--- config.mk ---
export PLATFORM = sky130hd
export DESIGN_NAME = ltef_top
export DESIGN_NICKNAME = d
export VERILOG_FILES = /design/src/inc/ltef_pkg.sv /design/src/rtl/ltef_hyst_unit.sv /design/src/rtl/ltef_top.sv
export SDC_FILE = /design/constraint.sdc
export NUM_CORES = 1
export LEC_CHECK = 0
export BUFFER_PORTS_ARGS = -buffer_cell sky130_fd_sc_hd__buf_2
export CORE_ASPECT_RATIO = 1.1
export CORE_MARGIN = 3
export CORE_UTILIZATION = 55
export DETAILED_ROUTE_END_ITERATION = 16
export HOLD_SLACK_MARGIN = 0.08
export PLACE_DENSITY = 0.76
export SETUP_SLACK_MARGIN = 0.02
export SLEW_MARGIN = 20
export SYNTH_ARGS = -nofsm -noshare
export SYNTH_HDL_FRONTEND = slang
export SYNTH_SLANG_ARGS = --single-unit
--- constraint.sdc ---
create_clock -name mclk_i -period 6.5 [get_ports mclk_i]
set_input_delay 1.3 -clock mclk_i [delete_from_list [all_inputs] [get_ports mclk_i]]
set_output_delay 1.3 -clock mclk_i [all_outputs]
set_load 0.05 [all_outputs]
--- src/inc/ltef_pkg.sv ---
// Constants, types and the code expansion shared by the threshold filter.
// Assumes one clock domain and a plain byte-wide register port.
// ----------------
// Contract
// - Ambient hysteresis widens both the low and the high ambient threshold.
// - Proximity hysteresis widens each of the three proximity thresholds.
// - Hysteresis is an 8-bit code expanding to 16 bits; 0x48 gives 24.
// - Ambient status changes after the masked count of consecutive samples.
// - Proximity status uses the same masking with its own persistence setting; 0x03 two, 0x07 three.
// - A compressed offset is added to every result except an overrange one; 0x60 gives 64.
// - All-ones result marks overrange only; the offset stage pulls other sums that land on it down to 0xFFFE.
// - Reset: ambient hysteresis 0x48, both persistence settings 0x03.
// ----------------
`default_nettype none
package ltef_pkg;

   localparam int ADDR_W = 8;
   localparam int DATA_W = 8;
   localparam int VAL_W  = 16;
   localparam int KIND_W = 2;

   // ---------------
   // Register offsets
   // ---------------
   localparam logic [ADDR_W-1:0] OFS_AMB_HYST  = 8'h16;
   localparam logic [ADDR_W-1:0] OFS_PROX_HYST = 8'h17;
   localparam logic [ADDR_W-1:0] OFS_PROX_PERS = 8'h18;
   localparam logic [ADDR_W-1:0] OFS_AMB_PERS  = 8'h19;
   localparam logic [ADDR_W-1:0] OFS_MEAS_OFS  = 8'h1A;
   localparam logic [ADDR_W-1:0] OFS_EMIT_REC  = 8'h1C;
   localparam logic [ADDR_W-1:0] OFS_IRQ_STAT  = 8'h20;
   localparam logic [ADDR_W-1:0] OFS_IRQ_MASK  = 8'h21;

   // ---------------
   // Reset values
   // ---------------
   localparam logic [DATA_W-1:0] RST_AMB_HYST  = 8'h48;
   localparam logic [DATA_W-1:0] RST_PROX_HYST = 8'h48;
   localparam logic [DATA_W-1:0] RST_PERS      = 8'h03;
   localparam logic [DATA_W-1:0] RST_MEAS_OFS  = 8'h80;
   localparam logic [DATA_W-1:0] RST_ZERO      = 8'h00;

   // ---------------
   // Result codes and sample kinds
   // ---------------
   localparam logic [VAL_W-1:0]  OVERRANGE_CODE = 16'hFFFF;
   localparam logic [VAL_W-1:0]  TOP_VALID_CODE = 16'hFFFE;
   localparam logic [KIND_W-1:0] KIND_AMBIENT   = 2'h0;

   // Interrupt status bit positions.
   localparam int IRQ_AMB_LOW_BIT  = 0;
   localparam int IRQ_AMB_HIGH_BIT = 1;
   localparam int IRQ_PROX_BASE    = 2;

   // Compressed code layout: exponent high nibble, mantissa low nibble.
   localparam int EXP_HI   = 7;
   localparam int EXP_LO   = 4;
   localparam int MANT_HI  = 3;
   localparam int EXPAND_W = 20;

   typedef struct packed {
      logic [KIND_W-1:0] kind;
      logic              overrange;
      logic [VAL_W-1:0]  value;
   } ltef_sample_t;

   typedef struct packed {
      logic [KIND_W-1:0] kind;
      logic [VAL_W-1:0]  value;
   } ltef_result_t;

   // Expands a code to (1.mantissa << exponent) / 16; code zero gives zero.
   function automatic logic [VAL_W-1:0] ltef_expand(
         input logic [DATA_W-1:0] code);
      logic [EXPAND_W-1:0] wide;
      wide = {15'h0000, 1'b1, code[MANT_HI:0]} << code[EXP_HI:EXP_LO];
      if (code == RST_ZERO) begin
         return '0;
      end
      return wide[EXPAND_W-1:EXP_LO];
   endfunction

endpackage

`default_nettype wire

--- src/rtl/ltef_hyst_unit.sv ---
// One threshold comparator with hysteresis and a persistence filter.
// Assumes sample strobes and settings come from logic on the same clock.
`timescale 1ns/100ps
`default_nettype none

module ltef_hyst_unit #(
   parameter bit RISING = 1'b1
) (
   input  wire logic                         mclk_i,
   input  wire logic                         sys_rst_i,
   input  wire logic                         strobe_i,
   input  wire logic [ltef_pkg::VAL_W-1:0]   value_i,
   input  wire logic [ltef_pkg::VAL_W-1:0]   thr_i,
   input  wire logic [ltef_pkg::VAL_W-1:0]   hyst_i,
   input  wire logic [ltef_pkg::DATA_W-1:0]  pers_i,
   output logic                              status_o,
   output logic                              changed_o
);
   import ltef_pkg::*;

   typedef enum logic [1:0] {
      ST_CLEAR = 2'b01,
      ST_SET   = 2'b10
   } ltef_state_t;

   ltef_state_t         state;
   ltef_state_t         next_state;
   logic [DATA_W-1:0]   set_hist;
   logic [DATA_W-1:0]   clr_hist;
   logic [DATA_W-1:0]   next_set_hist;
   logic [DATA_W-1:0]   next_clr_hist;
   logic [VAL_W+1:0]    upper;
   logic [VAL_W+1:0]    lower;
   logic [VAL_W+1:0]    val_ext;
   logic                above;
   logic                below;
   logic                set_cond;
   logic                clr_cond;
   logic                set_ok;
   logic                clr_ok;

   // ---------------
   // Hysteresis band
   // ---------------
   // Signed extended arithmetic so a band that runs past zero never wraps.
   assign val_ext  = {2'b00, value_i};
   assign upper    = {2'b00, thr_i} + {2'b00, hyst_i};
   assign lower    = {2'b00, thr_i} - {2'b00, hyst_i};
   assign above    = $signed(val_ext) > $signed(upper);
   assign below    = $signed(val_ext) < $signed(lower);
   assign set_cond = RISING ? above : below;
   assign clr_cond = RISING ? below : above;

   // ---------------
   // Persistence history
   // ---------------
   assign next_set_hist = strobe_i ? {set_hist[DATA_W-2:0], set_cond}
                                   : set_hist;
   assign next_clr_hist = strobe_i ? {clr_hist[DATA_W-2:0], clr_cond}
                                   : clr_hist;
   assign set_ok = (next_set_hist & pers_i) == pers_i;
   assign clr_ok = (next_clr_hist & pers_i) == pers_i;

   always_comb begin
      case (state)
         ST_CLEAR: next_state = (strobe_i && set_ok) ? ST_SET : ST_CLEAR;
         ST_SET:   next_state = (strobe_i && clr_ok) ? ST_CLEAR : ST_SET;
         default:  next_state = ST_CLEAR;
      endcase
   end

   always_ff @(posedge mclk_i or posedge sys_rst_i) begin
      if (sys_rst_i) begin
         state    <= ST_CLEAR;
         set_hist <= '0;
         clr_hist <= '0;
      end else begin
         state    <= next_state;
         set_hist <= next_set_hist;
         clr_hist <= next_clr_hist;
      end
   end

   assign status_o  = (state == ST_SET);
   assign changed_o = (state != next_state);

endmodule

`default_nettype wire

--- src/rtl/ltef_top.sv ---
// Post-processing of ambient and proximity results: offset, thresholds.
// Assumes samples arrive from the converter logic on the same clock and
// that the host reaches the parameters through the byte register port.
//
// Implementation choice: the strobed register port.
`timescale 1ns/100ps
`default_nettype none

module ltef_top #(
   parameter int NUM_PROX = 3
) (
   input  wire logic                               mclk_i,
   input  wire logic                               sys_rst_i,
   input  wire logic [ltef_pkg::ADDR_W-1:0]        reg_addr_i,
   input  wire logic [ltef_pkg::DATA_W-1:0]        reg_wdata_i,
   input  wire logic                               reg_wr_i,
   input  wire logic                               reg_rd_i,
   output logic [ltef_pkg::DATA_W-1:0]             reg_rdata_o,
   input  wire logic                               sample_valid_i,
   input  wire ltef_pkg::ltef_sample_t             sample_i,
   input  wire logic [ltef_pkg::VAL_W-1:0]         amb_low_thr_i,
   input  wire logic [ltef_pkg::VAL_W-1:0]         amb_high_thr_i,
   input  wire logic [NUM_PROX-1:0][ltef_pkg::VAL_W-1:0] prox_thr_i,
   output logic                                    result_valid_o,
   output ltef_pkg::ltef_result_t                  result_o,
   output logic                                    amb_low_status_o,
   output logic                                    amb_high_status_o,
   output logic [NUM_PROX-1:0]                     prox_status_o,
   output logic                                    irq_o
);
   import ltef_pkg::*;

   localparam int NUM_UNITS = NUM_PROX + IRQ_PROX_BASE;

   // ------------------------------------------------------------------------
   // Elaboration check
   // ------------------------------------------------------------------------
   // Kinds 1 to 3 name the proximity channels, and all events share a byte.
   if (NUM_PROX < 1 || NUM_PROX > 3) begin : g_bad_prox
      $error("NUM_PROX must lie between 1 and 3.");
   end

   // ------------------------------------------------------------------------
   // Parameter registers
   // ------------------------------------------------------------------------
   logic [DATA_W-1:0]      ambient_hysteresis_param;
   logic [DATA_W-1:0]      proximity_hysteresis_param;
   logic [DATA_W-1:0]      proximity_persistence_param;
   logic [DATA_W-1:0]      ambient_persistence_param;
   logic [DATA_W-1:0]      measurement_offset_param;
   logic [DATA_W-1:0]      irq_status;
   logic [DATA_W-1:0]      irq_mask;
   logic [DATA_W-1:0]      next_irq_status;
   logic [DATA_W-1:0]      irq_events;
   logic [DATA_W-1:0]      rd_value;

   logic                   wr_amb_hyst;
   logic                   wr_prox_hyst;
   logic                   wr_prox_pers;
   logic                   wr_amb_pers;
   logic                   wr_meas_ofs;
   logic                   wr_irq_mask;
   logic                   rd_irq_stat;

   assign wr_amb_hyst  = reg_wr_i && (reg_addr_i == OFS_AMB_HYST);
   assign wr_prox_hyst = reg_wr_i && (reg_addr_i == OFS_PROX_HYST);
   assign wr_prox_pers = reg_wr_i && (reg_addr_i == OFS_PROX_PERS);
   assign wr_amb_pers  = reg_wr_i && (reg_addr_i == OFS_AMB_PERS);
   assign wr_meas_ofs  = reg_wr_i && (reg_addr_i == OFS_MEAS_OFS);
   assign wr_irq_mask  = reg_wr_i && (reg_addr_i == OFS_IRQ_MASK);
   assign rd_irq_stat  = reg_rd_i && (reg_addr_i == OFS_IRQ_STAT);

   always_ff @(posedge mclk_i or posedge sys_rst_i) begin
      if (sys_rst_i) begin
         ambient_hysteresis_param    <= RST_AMB_HYST;
         proximity_hysteresis_param  <= RST_PROX_HYST;
         proximity_persistence_param <= RST_PERS;
         ambient_persistence_param   <= RST_PERS;
         measurement_offset_param    <= RST_MEAS_OFS;
         irq_mask                    <= RST_ZERO;
      end else begin
         if (wr_amb_hyst) begin
            ambient_hysteresis_param <= reg_wdata_i;
         end
         if (wr_prox_hyst) begin
            proximity_hysteresis_param <= reg_wdata_i;
         end
         if (wr_prox_pers) begin
            proximity_persistence_param <= reg_wdata_i;
         end
         if (wr_amb_pers) begin
            ambient_persistence_param <= reg_wdata_i;
         end
         if (wr_meas_ofs) begin
            measurement_offset_param <= reg_wdata_i;
         end
         if (wr_irq_mask) begin
            irq_mask <= reg_wdata_i;
         end
      end
   end

   // ------------------------------------------------------------------------
   // Read path
   // ------------------------------------------------------------------------
   // The reserved emitter recovery byte and unmapped offsets read zero.
   always_comb begin
      case (reg_addr_i)
         OFS_AMB_HYST:  rd_value = ambient_hysteresis_param;
         OFS_PROX_HYST: rd_value = proximity_hysteresis_param;
         OFS_PROX_PERS: rd_value = proximity_persistence_param;
         OFS_AMB_PERS:  rd_value = ambient_persistence_param;
         OFS_MEAS_OFS:  rd_value = measurement_offset_param;
         OFS_EMIT_REC:  rd_value = RST_ZERO;
         OFS_IRQ_STAT:  rd_value = irq_status;
         OFS_IRQ_MASK:  rd_value = irq_mask;
         default:       rd_value = RST_ZERO;
      endcase
   end

   always_ff @(posedge mclk_i or posedge sys_rst_i) begin
      if (sys_rst_i) begin
         reg_rdata_o <= RST_ZERO;
      end else begin
         reg_rdata_o <= reg_rd_i ? rd_value : RST_ZERO;
      end
   end

   // ------------------------------------------------------------------------
   // Expanded settings
   // ------------------------------------------------------------------------
   logic [VAL_W-1:0]       amb_hyst_val;
   logic [VAL_W-1:0]       prox_hyst_val;
   logic [VAL_W-1:0]       offset_val;

   assign amb_hyst_val  = ltef_expand(ambient_hysteresis_param);
   assign prox_hyst_val = ltef_expand(proximity_hysteresis_param);
   assign offset_val    = ltef_expand(measurement_offset_param);

   // ---------------
   // Offset stage
   // ---------------
   // Sums wrap modulo 2^16; one landing on the overrange code is pulled
   // down by one, so only a real overrange shows all ones.
   logic [VAL_W-1:0]       sum_val;
   logic [VAL_W-1:0]       next_result_val;
   logic                   result_is_amb;

   assign sum_val = sample_i.value + offset_val;
   assign next_result_val = sample_i.overrange ? OVERRANGE_CODE
                          : (sum_val == OVERRANGE_CODE) ? TOP_VALID_CODE
                          : sum_val;

   always_ff @(posedge mclk_i or posedge sys_rst_i) begin
      if (sys_rst_i) begin
         result_valid_o <= 1'b0;
         result_o       <= '0;
      end else begin
         result_valid_o <= sample_valid_i;
         if (sample_valid_i) begin
            result_o.kind  <= sample_i.kind;
            result_o.value <= next_result_val;
         end
      end
   end

   assign result_is_amb = (result_o.kind == KIND_AMBIENT);

   // ---------------
   // Threshold units
   // ---------------
   // Unit 0 sets below the ambient low threshold, unit 1 above the high one.
   logic [NUM_UNITS-1:0]              unit_strobe;
   logic [NUM_UNITS-1:0]              unit_status;
   logic [NUM_UNITS-1:0]              unit_changed;
   logic [NUM_UNITS-1:0][VAL_W-1:0]   unit_thr;
   logic [NUM_UNITS-1:0][VAL_W-1:0]   unit_hyst;
   logic [NUM_UNITS-1:0][DATA_W-1:0]  unit_pers;

   genvar gi;
   generate
      for (gi = 0; gi < NUM_UNITS; gi = gi + 1) begin : g_unit
         if (gi < IRQ_PROX_BASE) begin : g_amb
            assign unit_strobe[gi] = result_valid_o && result_is_amb;
            assign unit_thr[gi]    = (gi == IRQ_AMB_LOW_BIT) ? amb_low_thr_i
                                                             : amb_high_thr_i;
            assign unit_hyst[gi]   = amb_hyst_val;
            assign unit_pers[gi]   = ambient_persistence_param;
         end else begin : g_prox
            assign unit_strobe[gi] = result_valid_o &&
               (result_o.kind == KIND_W'(gi - IRQ_PROX_BASE + 1));
            assign unit_thr[gi]    = prox_thr_i[gi-IRQ_PROX_BASE];
            assign unit_hyst[gi]   = prox_hyst_val;
            assign unit_pers[gi]   = proximity_persistence_param;
         end

         ltef_hyst_unit #(
            .RISING    (gi != IRQ_AMB_LOW_BIT)
         ) u_unit (
            .mclk_i    (mclk_i),
            .sys_rst_i (sys_rst_i),
            .strobe_i  (unit_strobe[gi]),
            .value_i   (result_o.value),
            .thr_i     (unit_thr[gi]),
            .hyst_i    (unit_hyst[gi]),
            .pers_i    (unit_pers[gi]),
            .status_o  (unit_status[gi]),
            .changed_o (unit_changed[gi])
         );
      end
   endgenerate

   assign amb_low_status_o  = unit_status[IRQ_AMB_LOW_BIT];
   assign amb_high_status_o = unit_status[IRQ_AMB_HIGH_BIT];
   assign prox_status_o     = unit_status[NUM_UNITS-1:IRQ_PROX_BASE];

   // ------------------------------------------------------------------------
   // Interrupt status
   // ------------------------------------------------------------------------
   // A read clears what it returned; an event in the same cycle survives.
   assign irq_events      = DATA_W'(unit_changed);
   assign next_irq_status = (rd_irq_stat ? RST_ZERO : irq_status)
                          | irq_events;

   always_ff @(posedge mclk_i or posedge sys_rst_i) begin
      if (sys_rst_i) begin
         irq_status <= RST_ZERO;
      end else begin
         irq_status <= next_irq_status;
      end
   end

   assign irq_o = |(irq_status & irq_mask);

endmodule

`default_nettype wire

==> results by group, run 1 <==
Outcome
  • Status: finished, final reports clean

Final layout
  • Ant. Diodes: 0
  • Synthesis-to-layout area growth: 9.51%
  • Layout Nets: between 2000 and 3000
  • Final Util: 0.616
  • Share of cells above drive strength 1: 0.152
  • Final design area excluding fillers: approximately 21000 sq um

Logic synthesis
  • Register bit total from synthesis: 160
  • Post-Synth XOR/XNOR Area: 0.0689
  • Yosys warns: 0
  • Mapped Cells: 2273
  • Main combinational cell family by area after synthesis: adder cells
  • FFs w/ async S/R, synth: 1.00
  • Mux contribution to synthesized area: 0.0502
  • Register area share after synthesis: 0.207
  • Area of the mapped netlist: a little under 20000 sq um
  • Adder-cell share of the synthesized area: 0.244
  • Synthesized net count: 2766
  • Number of synthesized flops with an enable pin: 0
  • Synth cell types: 95
  • Compound-gate portion of the synthesized area: 0.225
  • Simple-gate share of the synthesized area: 0.155
  • Main synth FF type: dfrtp_1
  • Synth Area per Inst: between 8 and 9 sq um

Floorplanning
  • Die Y: 203 um
  • Die width: 185 um
  • Core footprint: 34600 sq um
  • FP Rows: slightly above 70
  • # IOs: 153
  • Die Area: 37700 sq um
  • Starting Density: 0.563

Clock tree
  • Max Root-Sink Buffers: 2
  • CTS clock-pin slew for the worst setup and hold paths: 0.07 ns
  • Root Buffer: clkbuf_16
  • H-Tree Depth: 4
  • CTS tree: done
  • Setup bufs post-CTS: 0
  • CTS hold repair buffers: 0
  • Number of gates resized after CTS: 0
  • Number of buffers created by CTS: 17
  • Clock Latency Late Sink: 0.44 ns
  • CTS sink count: 160

Flow run
  • Max-Cap Viols: 0

Timing
  • RSZ-0062 raised after global routing: true
  • Clk_skew: 0.0157 ns
  • Endpoints failing hold: 0
  • # setup viols final: 0
  • Setup_tns: 0 ns
  • Measured slew at the worst slew-check pin: approximately 0.9 ns
  • Relative slew slack: 0.389
  • Final Max Slew Viols: 0
  • Post-layout min period: 6.06 ns
  • Fin crit share: 0.933
  • F_max: about 160 MHz

Critical path
  • CP Capture Type: flip-flop
  • CP Buf/Inv Count: 1
  • Slowest stage cell on the critical path: dfrtp_2
  • Crit Path Class: flip-flop to flip-flop
  • Crit path top cell by count: nor2b_1
  • Delay-heaviest family, CP: compound AO/OA/AOI/OAI gates
  • Critical Path AT: 6.38 ns
  • Number of cells on the worst reg-to-reg path: 26
  • CP startpoint kind: flip-flop
  • Crit Path Max Fanout: 13
  • Worst path depth: 26
  • CP required: 6.81 ns
  • CP peak stage delay: 0.51 ns

Place
  • DP Area: 20600 sq um
  • Number of port buffers: around 150
  • GP Congestion: 0.971
  • Hpwl dp: about 45 mm

Routing
  • Drt drc: 0
  • 1st-iter DRT viols: ~1400
  • Final antenna-violating net count: 0
  • Routed wire per std cell: 19.9 um
  • DR vias: 17400
  • Via-to-Cell Ratio: 6.14
  • DR pass1 iterations: 6
  • Total Wirelength: between 50 and 60 mm

Pwr
  • Pleak: 10.1 nW
  • Worst IR drop on VDD: about 0.00018 V
  • Tot Pwr: 3.98 mW
  • Power per cell area: 187 nW/um^2

Hold path
  • Hold path cells: 2
  • Hold Path Class: flip-flop to flip-flop

Global route
  • Largest net degree at the start of global routing: around 100
  • Vias in the first global route: between 15000 and 20000
  • Global route overflow: 0
  • First-pass GRT wire length: 88.2 mm
  • Global-route usage over all layers: 0.293
  • Initial antenna violation count: 0
[worst min-delay path, delay by kind of cell, from the launching register on]
| family | cells | cell delay [ns] |
|---|---|---|
| simple gates | 2 | 0.12 |
| flops | 1 | 0.34 |
[cell families (layout without fill, tap and decap cells)]
| group | after synthesis | count (layout) |
|---|---|---|
| buf+inv | 249 | 378 |
| flops | 160 | 160 |
| fa+ha+maj | 373 | 373 |
| simple gates | 613 | 613 |
| mux | 88 | 88 |
| compound gates | 637 | 637 |
| xor+xnor | 153 | 153 |
[where the power goes]
group	switching, mW	internal (mW)	total [mW]
registers	0.227	1.22	1.45
clock network	0.462	0.602	1.06
logic	0.831	0.637	1.47
total	1.52	2.46	3.98
[routing by layer]
layer,global-route usage,share of wire,up-vias
li1,-,-,8455
met1,0.415,0.46,8336
met2,0.475,0.46,569
met3,0.0364,0.053,87
met4,0.0793,0.024,0
met5,0,0,-
[sequential cells by signal (all words and copies together) (netlist names), 5 cells and up]
signal	count
g_unit.u_unit.set_hist	35
proximity_hysteresis_param	8
result_o	18
ambient_hysteresis_param	8
proximity_persistence_param	8
measurement_offset_param	8
irq_mask	8
reg_rdata_o	8
g_unit.u_unit.state	10
ambient_persistence_param	8
irq_status	5
g_unit.u_unit.clr_hist	35
[synthesized netlist by cell type (all sizes together) (11+ instances only)]
cell type	instances	area, sq um
or3	13	81.3
nand2b	35	219
o21a	28	210
o22a	16	140
a2111oi	23	264
and3	11	68.8
o21ai	105	533
a31oi	25	156
nor3	46	230
a21oi	156	792
nand4	25	156
inv	173	649
o22ai	33	213
a21o	44	330
a22oi	26	195
ha	362	4530
a221oi	11	103
clkbuf	54	204
xor2	46	403
o211ai	16	120
buf	22	123
dfstp	14	368
xnor2	107	937
mux2	76	856
a211oi	25	198
dfrtp	146	3650
nand3	24	120
o21bai	33	248
mux2i	12	120
nand2	222	836
nor2b	46	288
fa	11	220
nor2	119	449
or2	17	106
o31ai	19	148
[cells in the final DEF (no fill, tap or decap), types with 17 or more instances in the layout]
master	Yosys	layout
a31oi_1	25	23
xor2_1	46	46
nand3_1	24	24
nand2b_1	35	35
buf_4	4	21
nor2_1	118	118
a22oi_1	26	26
a21oi_1	155	155
o21a_1	28	28
ha_1	362	361
a21o_1	44	44
dfrtp_1	146	143
mux2_2	76	76
inv_1	173	171
o21ai_0	92	92
nand4_1	25	25
xnor2_1	107	107
a211oi_1	23	22
o22ai_1	32	32
clkbuf_16	0	17
nor2b_1	46	46
buf_2	14	152
nor3_1	46	46
o21bai_1	33	33
o31ai_1	18	17
or2_2	17	17
nand2_1	221	218
[worst paths after layout]
check	endpoint	slack, ns	startpoint
max in group asynchronous	ambient_hysteresis_param[5]	4.15	sys_rst_i
max reg2reg	irq_status[0]	0.44	ambient_hysteresis_param[4]
min in group asynchronous	reg_rdata_o[4]	1.06	sys_rst_i
min	g_unit[0].u_unit.set_hist[6]	0.49	g_unit[0].u_unit.set_hist[6]
max	irq_status[0]	0.44	ambient_hysteresis_param[4]
min reg2reg	g_unit[0].u_unit.set_hist[6]	0.49	g_unit[0].u_unit.set_hist[6]
[through the flow]
step	hold WS (ns)	worst slack, ns	cells
6_report	0.492	0.437	2840
3_5_place_dp	0.471	0.189	2808
5_1_grt	0.514	0.00630	2840
4_1_cts	0.489	0.176	2840
2_1_floorplan	0.447	0.797	2273
3_3_place_gp	0.462	0.402	2808
[layout make-up]
type / instances / area [sq um]
multi-input cells: 1864 / 14500
fillers: 3084 / 13300
flip-flops and latches: 160 / 4030
repair buffers: 173 / 918
inverters: 173 / 654
well taps: 438 / 548
clock buffers: 19 / 453
clock inverters: 13 / 173
(Power assumes the default switching activity.)
==> inputs of run 2 (changes only) <==
--- a/config.mk
+++ b/config.mk
@@ -12,6 +12,7 @@
 export DETAILED_ROUTE_END_ITERATION = 16
 export HOLD_SLACK_MARGIN = 0.08
 export PLACE_DENSITY = 0.76
+export RECOVER_POWER = 100
 export SETUP_SLACK_MARGIN = 0.02
 export SLEW_MARGIN = 20
 export SYNTH_ARGS = -nofsm -noshare
==> results by group, run 2 (synthesis gave the netlist of run 1 again) <==
Routing
  • Routed wire per std cell: 19.9 um
  • DR pass1 iterations: 6
  • Total Wirelength: 56.4 mm
  • Via-to-Cell Ratio: 6.15
  • Drt drc: 0
  • Final antenna-violating net count: 0
  • 1st-iter DRT viols: 1484
  • DR vias: 17500

Flow run
  • Max-Cap Viols: 2

Clock tree
  • Setup bufs post-CTS: 0
  • CTS sink count: 160
  • Root Buffer: clkbuf_16
  • H-Tree Depth: 4
  • CTS clock-pin slew for the worst setup and hold paths: 0.07 ns
  • Max Root-Sink Buffers: 2
  • Clock Latency Late Sink: 0.44 ns
  • Number of buffers created by CTS: 17
  • CTS tree: done

Global route
  • Global-route usage over all layers: 0.293
  • Global route overflow: 0
  • Initial antenna violation count: 0
  • Largest net degree at the start of global routing: 104
  • Vias in the first global route: 16800
  • First-pass GRT wire length: 88.2 mm

Critical path
  • Delay-heaviest family, CP: compound AO/OA/AOI/OAI gates
  • Critical Path AT: ~6.5 ns
  • Crit Path Max Fanout: 17
  • Slowest stage cell on the critical path: dfstp_2
  • R2R setup slack: 0.37 ns
  • Crit Path Class: flip-flop to flip-flop
  • CP required: 6.82 ns
  • Crit path top cell by count: nor2_1
  • Worst path depth: 25
  • CP Capture Type: flip-flop
  • CP peak stage delay: 0.70 ns
  • Worst R2R Start: proximity_hysteresis_param[6]
  • CP Buf/Inv Count: 3
  • Number of cells on the worst reg-to-reg path: 25
  • Reg2Reg Capture Point: irq_status[3]
  • CP startpoint kind: flip-flop

Final layout
  • Ant. Diodes: 0
  • Share of cells above drive strength 1: 0.134
  • Synthesis-to-layout area growth: 9.03%
  • Cell Count, Final, Fillers Out: 2840
  • Layout Nets: 2882
  • Most common cell after layout, fill and taps aside: ha_1
  • Most frequent cells in the layout: ha_1 (361), nand2_1 (218), inv_1 (171)
  • Largest regs: g_unit.u_unit.clr_hist: 35 flops, g_unit.u_unit.set_hist: 35 flops, result_o: 18 flops

Hold path
  • Hold endpoint: g_unit[0].u_unit.set_hist[6]
  • Hold path cells: 2
  • Hold Path Class: flip-flop to flip-flop
  • Hold path startpoint: g_unit[0].u_unit.set_hist[6]

Floorplanning
  • FP Rows: about 70
  • # IOs: around 150
  • Starting Density: 0.563
  • Core footprint: 34600 sq um
  • Die Area: ~38000 sq um
  • Die Y: 203 um
  • Die width: 185 um

Place
  • GP Congestion: between 0.9 and 1
  • Hpwl dp: 45.3 mm
  • Placed cell count: 2808
  • Number of port buffers: 152

Timing
  • RSZ-0062 raised after global routing: true
  • F_max: ~160 MHz
  • Measured slew at the worst slew-check pin: between 4 and 5 ns
  • # setup viols final: 0
  • Setup_tns: 0 ns
  • Fin crit share: 0.943
  • Clk_skew: 0.0160 ns
  • Final Max Slew Viols: 121
  • Endpoints failing hold: 0
  • Relative slew slack: -1.99
  • Post-layout min period: 6.13 ns

Pwr
  • Tot Pwr: 3.97 mW
  • Power per cell area: between 150 and 200 nW/um^2
  • Pleak: 9.99 nW
  • Worst IR drop on VDD: 0.000174 V

Outcome
  • Status: finished with violations
  • Failing checks: max-capacitance violations, max-slew violations
## run 2: changes by cell type in the layout (fill, tap and decap cells not counted), moves of 3 or more
cell / delta
buf_2: -36
buf_4: -4
clkbuf_1: +39
nor3b_1: +3
nor3b_2: -3
## run 2: metrics by stage
| stage | hold WS [ns] | util | worst slack [ns] | instance area (sq um) |
|---|---|---|---|---|
| floorplan | 0.447 | - | 0.797 | 19500 |
| global placement | 0.462 | 0.596 | 0.402 | 20600 |
| detailed placement | 0.471 | 0.596 | 0.189 | 20600 |
| CTS | 0.489 | 0.614 | 0.176 | 21200 |
| global route | 0.514 | 0.614 | 0.00629 | 21200 |
| finish | 0.490 | 0.614 | 0.373 | 21200 |
## run 2: where the power goes
part,internal (mW),switching [mW],total (mW),leakage [nW]
clock network,0.602,0.461,1.06,0.302
registers,1.22,0.227,1.45,1.98
logic,0.632,0.830,1.46,7.71
## run 2: repair_timing
item | CTS | global route
hold buffers | 0 | 0
endpoints found under the hold margin | 0 | 0
endpoints found under the setup margin | 0 | 7
resized for setup | 0 | 22
## run 2: worst min-delay path: cells and delay by family (launching register included)
kind / cells / cell delay (ns)
simple gates: 2 / 0.12
flops: 1 / 0.34
## run 2: worst max path at each step
stage | from | end | slack [ns]
floorplan | proximity_hysteresis_param[5] | irq_status[2] | 0.80
global placement | prox_thr_i[1] | irq_status[2] | 0.40
detailed placement | proximity_hysteresis_param[6] | irq_status[2] | 0.19
CTS | proximity_hysteresis_param[6] | irq_status[2] | 0.18
global route | ambient_hysteresis_param[3] | irq_status[0] | 0.006
finish | proximity_hysteresis_param[6] | irq_status[3] | 0.37
## run 2: layout make-up
cell class                 instances  area (sq um)
multi-input combinational       1864         14500
fill                            3114         13300
sequential                       160          4030
timing repair buffer             173           860
inverter                         173           651
tap                              438           548
clock buffer                      19           453
clock inverter                    13           173
## run 2: metal layers
layer	part of all wire	track usage
met2	0.46	0.475
met4	0.024	0.0793
met1	0.46	0.415
met3	0.054	0.0364
met5	0	0
